[config.mk]
export PLATFORM = sky130hd
export DESIGN_NAME = gpt_timer_flat
export DESIGN_NICKNAME = d
export VERILOG_FILES = /design/src/logic/gpt_pkg.sv /design/src/logic/gpt_bus_if.sv /design/src/logic/gpt_timer.sv /design/src/flat_wrapper.sv
export SDC_FILE = /design/constraint.sdc
export NUM_CORES = 1
export LEC_CHECK = 0
export ABC_AREA = 0
export CAP_MARGIN = 10
export CORE_ASPECT_RATIO = 0.5
export CORE_UTILIZATION = 45
export CTS_BUF_LIST = sky130_fd_sc_hd__clkbuf_8
export CTS_CLUSTER_DIAMETER = 120
export DETAILED_ROUTE_END_ITERATION = 8
export DONT_BUFFER_PORTS = 1
export HOLD_SLACK_MARGIN = 0.08
export PLACE_DENSITY = 0.59
export SLEW_MARGIN = 20
export SYNTH_ARGS = -nofsm -noshare
export SYNTH_HDL_FRONTEND = slang
export SYNTH_SLANG_ARGS = --single-unit
[constraint.sdc]
create_clock -name clk -period 2.15 [get_ports clk]
set_input_delay 0.3225 -clock clk [delete_from_list [all_inputs] [get_ports clk]]
set_output_delay 0.3225 -clock clk [all_outputs]
set_load 0.01 [all_outputs]
[src/logic/gpt_pkg.sv]
// Package with register map, fields and reset values of the 16-bit timer
// How it works
// - Prescale value byte, resets to 01
// - Three-bit prescaler select field, resets 000
// - Internal clock only; host writes bit15 zero
// - Control bit 11 enables counting, resets 0
// - Clock source 0 internal, 2 prescaled
// - Output control: keep, set, clear
// - Control bit 6 inverts output polarity
// - Control read shows out and in levels
// - Mode bits 5:3, event bits 2:0
// - Reload register holds counter start value
// - Count register read-only, live counter
// - Upper sixteen bits reserved, host writes zero
// - Host writes zero to test bits
// - Decode word indexes 0c-0f under select low
package gpt_pkg;
  localparam int ADDR_W = 8;
  localparam int DATA_W = 32;
  localparam logic [7:0] IDX_PRESCALER = 8'h0c;
  localparam logic [7:0] IDX_CONTROL = 8'h0d;
  localparam logic [7:0] IDX_RELOAD = 8'h0e;
  localparam logic [7:0] IDX_COUNT = 8'h0f;
  localparam logic [7:0] PRESCALE_RST = 8'h01;
  localparam logic [2:0] SELECT_RST = 3'h0;
  localparam int PRE_EXT_BIT = 15;
  localparam int PRE_TEST_BIT = 14;
  localparam int PRE_SEL_LO = 8;
  localparam int CTL_OUT_BIT = 15;
  localparam int CTL_IN_BIT = 14;
  localparam int CTL_TEST_BIT = 12;
  localparam int CTL_EN_BIT = 11;
  localparam int CTL_CLK_LO = 9;
  localparam int CTL_OCTL_LO = 7;
  localparam int CTL_INV_BIT = 6;
  localparam int CTL_MODE_LO = 3;
  localparam int CTL_EVT_LO = 0;
  localparam logic [1:0] CLK_INTERNAL = 2'h0;
  localparam logic [1:0] CLK_PRESCALED = 2'h2;
  localparam logic [1:0] OCTL_KEEP = 2'h0;
  localparam logic [1:0] OCTL_SET = 2'h1;
  localparam logic [1:0] OCTL_CLEAR = 2'h2;
  localparam logic [15:0] ZERO16 = 16'h0000;
  typedef enum logic [1:0] {HST_IDLE, HST_WRITE, HST_READ, HST_TAKE} gpt_hstate_t;
endpackage

[src/logic/gpt_bus_if.sv]
// Interface joining the processor-side register master and the timer
`timescale 1ns/1ps
`default_nettype none
interface gpt_bus_if;
  logic peripheral_select_n;
  logic wr;
  logic [gpt_pkg::ADDR_W-1:0] addr;
  logic [gpt_pkg::DATA_W-1:0] wdata;
  logic [gpt_pkg::DATA_W-1:0] rdata;
  modport device (input peripheral_select_n, wr, addr, wdata, output rdata);
  modport host (output peripheral_select_n, wr, addr, wdata, input rdata);
endinterface
`default_nettype wire

[src/logic/gpt_timer.sv]
// Timer device end: registers, prescaler, counter and output pin
`timescale 1ns/1ps
`default_nettype none
module gpt_timer (
  // Clock and reset
  input wire logic clk,
  input wire logic rstn,
  // Register bus
  gpt_bus_if.device bus,
  // Timer pins
  input wire logic timer_in,
  output logic timer_out
);
  typedef struct packed {
    logic [7:0] prescale;
    logic [2:0] select;
    logic [7:0] pre_cnt;
    logic enable;
    logic [1:0] clk_src;
    logic [1:0] out_ctl;
    logic invert;
    logic [2:0] mode;
    logic [2:0] evt;
    logic [15:0] reload;
    logic [15:0] count;
    logic out_lvl;
    logic out_pin;
    logic in_s1;
    logic in_s2;
    logic [31:0] rdata;
  } gpt_dev_t;

  gpt_dev_t s_r;
  gpt_dev_t s_nxt;
  logic sel;
  logic pre_tick;
  logic tick;
  logic [15:0] ctl_rd;

  always_comb begin
    s_nxt = s_r;
    sel = ~bus.peripheral_select_n;
    // Second sync stage only; first stage feeds nothing else
    s_nxt.in_s1 = timer_in;
    s_nxt.in_s2 = s_r.in_s1;
    pre_tick = 1'b0;
    if (s_r.enable) begin
      if (s_r.pre_cnt >= s_r.prescale) begin
        s_nxt.pre_cnt = 8'h00;
        pre_tick = 1'b1;
      end else begin
        s_nxt.pre_cnt = s_r.pre_cnt + 8'h01;
      end
    end
    // Codes 1 and 3 are forbidden; treated as stopped clock
    tick = s_r.enable && ((s_r.clk_src == gpt_pkg::CLK_INTERNAL) ||
           (s_r.clk_src == gpt_pkg::CLK_PRESCALED && pre_tick));
    if (tick) begin
      if (s_r.count == gpt_pkg::ZERO16) begin
        s_nxt.count = s_r.reload;
        unique case (s_r.out_ctl)
          gpt_pkg::OCTL_SET: s_nxt.out_lvl = 1'b1;
          gpt_pkg::OCTL_CLEAR: s_nxt.out_lvl = 1'b0;
          default: s_nxt.out_lvl = s_r.out_lvl;
        endcase
      end else begin
        s_nxt.count = s_r.count - 16'h0001;
      end
    end
    s_nxt.out_pin = s_nxt.out_lvl ^ s_nxt.invert;
    ctl_rd = {s_r.out_pin, s_r.in_s2, 1'b0, 1'b0, s_r.enable, s_r.clk_src,
              s_r.out_ctl, s_r.invert, s_r.mode, s_r.evt};
    s_nxt.rdata = 32'h0000_0000;
    if (sel && !bus.wr) begin
      unique case (bus.addr)
        gpt_pkg::IDX_PRESCALER: s_nxt.rdata = {16'h0000, 5'h00, s_r.select, s_r.prescale};
        gpt_pkg::IDX_CONTROL: s_nxt.rdata = {16'h0000, ctl_rd};
        gpt_pkg::IDX_RELOAD: s_nxt.rdata = {16'h0000, s_r.reload};
        gpt_pkg::IDX_COUNT: s_nxt.rdata = {16'h0000, s_r.count};
        default: s_nxt.rdata = 32'h0000_0000;
      endcase
    end
    if (sel && bus.wr) begin
      unique case (bus.addr)
        gpt_pkg::IDX_PRESCALER: begin
          s_nxt.prescale = bus.wdata[7:0];
          s_nxt.select = bus.wdata[gpt_pkg::PRE_SEL_LO +: 3];
        end
        gpt_pkg::IDX_CONTROL: begin
          s_nxt.enable = bus.wdata[gpt_pkg::CTL_EN_BIT];
          s_nxt.clk_src = bus.wdata[gpt_pkg::CTL_CLK_LO +: 2];
          s_nxt.out_ctl = bus.wdata[gpt_pkg::CTL_OCTL_LO +: 2];
          s_nxt.invert = bus.wdata[gpt_pkg::CTL_INV_BIT];
          s_nxt.mode = bus.wdata[gpt_pkg::CTL_MODE_LO +: 3];
          s_nxt.evt = bus.wdata[gpt_pkg::CTL_EVT_LO +: 3];
          s_nxt.out_pin = s_nxt.out_lvl ^ s_nxt.invert;
        end
        gpt_pkg::IDX_RELOAD: s_nxt.reload = bus.wdata[15:0];
        default: ;
      endcase
    end
  end

  always_ff @(posedge clk) begin
    if (!rstn) begin
      s_r <= '0;
      s_r.prescale <= gpt_pkg::PRESCALE_RST;
      s_r.select <= gpt_pkg::SELECT_RST;
    end else begin
      s_r <= s_nxt;
    end
  end

  assign bus.rdata = s_r.rdata;
  assign timer_out = s_r.out_pin;
endmodule
`default_nettype wire

[src/flat_wrapper.sv]
// flat-port wrapper written by rule: the top's interface ports become plain ports
module gpt_timer_flat 
  (clk, rstn, timer_in, timer_out, bus_peripheral_select_n, bus_wr, bus_addr, bus_wdata, bus_rdata);
  gpt_bus_if bus_i ();
  input wire logic clk;
  input wire logic rstn;
  input wire logic timer_in;
  output logic timer_out;
  input wire logic [$bits(bus_i.peripheral_select_n)-1:0] bus_peripheral_select_n;
  input wire logic [$bits(bus_i.wr)-1:0] bus_wr;
  input wire logic [$bits(bus_i.addr)-1:0] bus_addr;
  input wire logic [$bits(bus_i.wdata)-1:0] bus_wdata;
  output wire logic [$bits(bus_i.rdata)-1:0] bus_rdata;
  assign bus_i.peripheral_select_n = bus_peripheral_select_n;
  assign bus_i.wr = bus_wr;
  assign bus_i.addr = bus_addr;
  assign bus_i.wdata = bus_wdata;
  assign bus_rdata = bus_i.rdata;
  gpt_timer u_core (.clk(clk), .rstn(rstn), .bus(bus_i), .timer_in(timer_in), .timer_out(timer_out));
endmodule
# Word-level counts from Yosys, hierarchy flattened
# Cells that the tools add are included.
dict set report classes {
  addsub 2
  magnitude_cmp 1
  n_eq_ne 7
  muxes 10
  n_bitwise 3
  n_reduce_logical 12
}
# cell n
set op_table {}
lappend op_table {{$pmux 16 s4} 1}
lappend op_table {{$eq 8x4->1 const B} 4}
lappend op_table {{$logic_not 16->1} 1}
lappend op_table {{$mux 16} 1}
lappend op_table {{$sub 16x1->16 const B} 1}
lappend op_table {{$add 8x1->8 const B} 1}
lappend op_table {{$ge 8x8->1} 1}
lappend op_table {{$mux 8} 1}
lappend op_table {{$reduce_and 2->1} 4}
lappend op_table {{$mux 1} 6}
lappend op_table {{$eq 2x2->1 const B} 2}
lappend op_table {{$logic_and 1x1->1} 4}
lappend op_table {{$eq 2x1->1 const B} 1}
lappend op_table {{$logic_not 2->1} 1}
lappend op_table {{$pmux 1 s2} 1}
lappend op_table {{$xor 1x1->1} 2}
lappend op_table {{$logic_not 1->1} 1}
lappend op_table {{$logic_or 1x1->1} 1}
lappend op_table {{$not 1->1} 1}
dict set report totals {
  ff_bits 99
  inputBits 45
  output_inout_bits 33
  elab_cells 51
}

# Longest topological paths before layout
dict set report logic_depth {
  ltp_word 10
  mapped_depth 8
  mapped_depth_nobuf 7
}

# Least setup slack after synthesis
# Ideal clock, no wire load.
dict set report synth_timing {
  path_type {reg2reg}
  from {reg u_core.s_r[97] in the netlist's numbering}
  to {reg u_core.s_r[42] in the netlist's numbering}
  setup_ns 0.115
  arrival_ns 1.961
  required_ns 2.035
  slack_ns 0.074
  stages_incl_launch_ff 9
  path_buffers 1
  period_less_slack_ns 2.076
  path_cell_list {dfxtp_1 > inv_1 > ha_1 > and3_1 > a221o_1 > a211oi_2 > buf_2 > a211oi_1 > o21a_1}
}
dict set report synth_via {
  elab_chain_len 6
}
# element line
set synth_rtl {}
lappend synth_rtl {{from (decl)} gpt_timer.sv:33} ;# gpt_dev_t s_r;
lappend synth_rtl {{from (signal assigned)} gpt_timer.sv:110} ;# s_r <= s_nxt;
lappend synth_rtl {{$ge 8x8->1} gpt_timer.sv:48} ;# if (s_r.pre_cnt >= s_r.prescale) begin
lappend synth_rtl {{$mux 1} gpt_timer.sv:48}
lappend synth_rtl {{$mux 1} gpt_timer.sv:47} ;# if (s_r.enable) begin
lappend synth_rtl {{$logic_and 1x1->1} gpt_timer.sv:57} ;# (s_r.clk_src == gpt_pkg::CLK_PRESCALED && pre_tick));
lappend synth_rtl {{$logic_or 1x1->1} gpt_timer.sv:56} ;# tick = s_r.enable && ((s_r.clk_src == gpt_pkg::CLK_INTERNAL) ||
lappend synth_rtl {{$logic_and 1x1->1} gpt_timer.sv:56}
# Every way passes these cells.
# A chain may end at the register's enable or synchronous reset.

# Worst setup path in the final report
dict set report layout_timing {
  from {reg u_core.s_r[97] in the netlist's numbering}
  to {reg u_core.s_r[50] in the netlist's numbering}
}
# The elaborated chain is that of the path after synthesis.

==> flow_metrics.py <==
metrics = {
    "outcome": {
        "outcome": "complete, no violations",
    },
    "hold_path": {
        "hold_path_class": "in2reg",
        "holdPathStages": 2,
        "min_to": "u_core.s_r[58]",
        "min_from": "bus_wdata[6]",
    },
    "finish": {
        "area.growth.synth_to_final_pct": 14.4,
        "utilization": 0.533,
        "regArea_um2": 1670,
        "multi_input_area_um2": 2430,
        "fin_nets": 608,
        "final_common_cell": "dfxtp_1",
        "layout_common_cells": "dfxtp_1, nand2_1, buf_4",
        "antenna_cells": 0,
        "fill_cells": 925,
        "drive_gt1_frac": 0.178,
        "design_area_um2": 5050,
    },
    "yosys": {
        "synth.distinct_cells": 62,
        "synth_edf_count": 0,
        "yosys_register_bits": 83,
        "synth.avg_cell_area_um2": 8.32,
        "async_reset_ff_frac": 0,
        "yosysSeqAreaShare": 0.376,
        "syn_area_um2": 4420,
        "yosys_warnings": 0,
        "syn_inst": 531,
        "ys.flop_type": "dfxtp_1",
    },
    "worst_setup_path": {
        "worstPathArrival_ps": 2330,
        "cp_max_fo": 10,
        "rrSetupSlack_ps": 80,
        "worstRegToRegCells": 8,
        "regToRegStartpoint": "u_core.s_r[97]",
        "worstPathRequired_ps": 2410,
        "r2r_end": "u_core.s_r[50]",
        "critPathKind": "reg2reg",
        "cp-end-kind": "flip-flop",
        "setup.worst_path.start_class": "flip-flop",
    },
    "place": {
        "placed_cell_area_um2": 4620,
        "gp_congestion": 0.880,
        "numPortBuffers": 0,
        "post-dp-hpwl_um": 8640,
    },
    "timing": {
        "fin_crit_ps": 2070,
        "slew_headroom": 0.539,
        "finalClockSkew_ps": 5.38,
        "fin_crit_sh": 0.962,
        "finalMaxSlewViolations": 0,
        "fmax_mhz": 484,
        "tightest_slew_ps": 692,
        "rsz0062_at_grt": "no",
        "hold_viol": 0,
        "setup_viol": 0,
        "setup_tns_ps": 0,
    },
    "power_and_ir_drop": {
        "power-per-cell-area_nw_per_um2": 577,
        "seq_power_share": 0.528,
        "vdd_drop_max_mv": 0.269,
        "p_leak_nw": 1.82,
        "comb_power_share": 0.030,
        "p_sw_w": 0.000633,
        "p_int_w": 0.00228,
        "p_clk_frac": 0.442,
        "finalPower_w": 0.00292,
        "p_sw_frac": 0.217,
    },
    "global_routing": {
        "grt_pass1_wl_um": 19800,
        "grt_max_degree": 34,
        "grt_usage": 0.255,
        "overflow": 0,
        "antenna_found_initial": 0,
        "first_global_vias": 3576,
    },
    "cts": {
        "clk_latency_ps": 370,
        "clk_path_buf_depth": 2,
        "clock-root-buffer": "clkbuf_8",
        "cts_tree": "done",
        "clk_pin_slew_worst_paths_ps": 80,
        "clkSinkCount": 83,
        "h-tree-depth": 3,
        "cts_inserted_buffers": 9,
    },
    "detailed_routing": {
        "viasPerCell": 5.64,
        "antenna_left": 0,
        "vias": 3895,
        "drt_iter0_drc": 381,
        "drc": 0,
        "wl_per_cell_um": 17.6,
        "drtPass1Iterations": 4,
        "routed_wl_um": 12200,
    },
    "die": {
        "design.die.area_um2": 10200,
        "die_h_um": 72.0,
        "io_pins": 78,
        "coreArea_um2": 9480,
        "die_w_um": 142,
        "rows": 25,
        "initial_core_util": 0.466,
    },
    "flow_run": {
        "drv_cap": 0,
    },
}
## final cells by class
class / count / share of cell area
inverter: 21 / 0.0156
clock inverter: 5 / 0.0149
multi-input combinational: 378 / 0.482
clock buffer: 11 / 0.0300
timing repair buffer: 58 / 0.0941
sequential: 83 / 0.330
tap: 135 / 0.0334
## worst max-delay path by stage
stage	from	to	depth (start not counted)
floorplan	u_core.s_r[97]	u_core.s_r[42]	8
global placement	u_core.s_r[97]	u_core.s_r[50]	8
detailed placement	u_core.s_r[97]	u_core.s_r[50]	8
CTS	u_core.s_r[98]	u_core.s_r[44]	9
global route	u_core.s_r[98]	u_core.s_r[35]	11
finish	u_core.s_r[97]	u_core.s_r[50]	8
## registers in the layout, indices dropped and copies added, names as in the netlist
register          count
u_core.timer_out      1
u_core.s_r           52
u_core.ctl_rd        13
u_core.s_nxt          1
u_core.bus.rdata     16
## worst max-delay path, stage by stage, from the launching register on
cell	delay, ps
dfxtp_2	340
inv_2	40
ha_4	210
a21o_1	170
a221o_1	380
a211o_4	390
buf_4	180
a41o_1	200
o41ai_1	60
## logic make-up (layout without fill, tap and decap cells)
kind of cell,count (synthesis),count (layout),synth area share
and+or+nand+nor,187,187,0.209
AOI/OAI and AO/OA,128,128,0.196
buffers and inverters,85,95,0.107
DFF,83,83,0.376
muxes,28,28,0.0640
adders and majority gates,12,12,0.0340
xor gates and xnor gates,7,7,0.0139
other,1,16,0.000849
## layer usage
metal,GRT usage,part of all wire,vias up,wire [um]
met3,0.0686,0.068,11,834
li1,-,-,1878,-
met4,0.0669,0.011,0,138
met5,0,0,-,0
met1,0.381,0.51,1866,6250
met2,0.354,0.41,140,4960
## per-stage QoR
stage               cells  setup WS (ps)  hold slack [ps]
detailed placement    665           -113              394
floorplan             546           74.1              412
CTS                   690           4.40             80.3
global placement      665          -67.2              390
finish                691           82.4             87.4
global route          691           6.17             80.1
## repair_timing
action                                 4_1_cts  5_1_grt
resized for setup                           14       11
setup endpoints to repair                   16       22
pin swaps                                    3        6
setup buffers                                1        1
gates cloned                                 0        0
endpoints found under the hold margin        8        0
hold buffers                                 8        0
## power by group through the flow
stage	logic, W	clock network (W)	registers, W
floorplan	0.0000911	0	0.00157
global route	0.0000964	0.00138	0.00154
finish	0.0000881	0.00129	0.00154
CTS	0.0000871	0.00131	0.00154
global placement	0.0000715	0	0.00158
detailed placement	0.0000725	0	0.00158
## Yosys cell counts (4+ instances only)
library cell,n,area [um2]
a211oi_1,8,60.1
a21oi_1,39,195
a22oi_1,14,105
and3_1,8,50.1
buf_2,10,50.1
buf_4,35,263
clkbuf_1,18,67.6
dfxtp_1,83,1660
ha_1,12,150
inv_1,21,78.8
mux2i_1,26,260
nand2_1,76,285
nand3_1,21,105
nand4_1,9,56.3
nor2_1,40,150
nor2b_1,5,31.3
nor3_1,6,30.0
o211ai_1,4,30.0
o21ai_0,18,90.1
xor2_1,6,52.6
No activity file was read; power rests on OpenSTA's default activity.
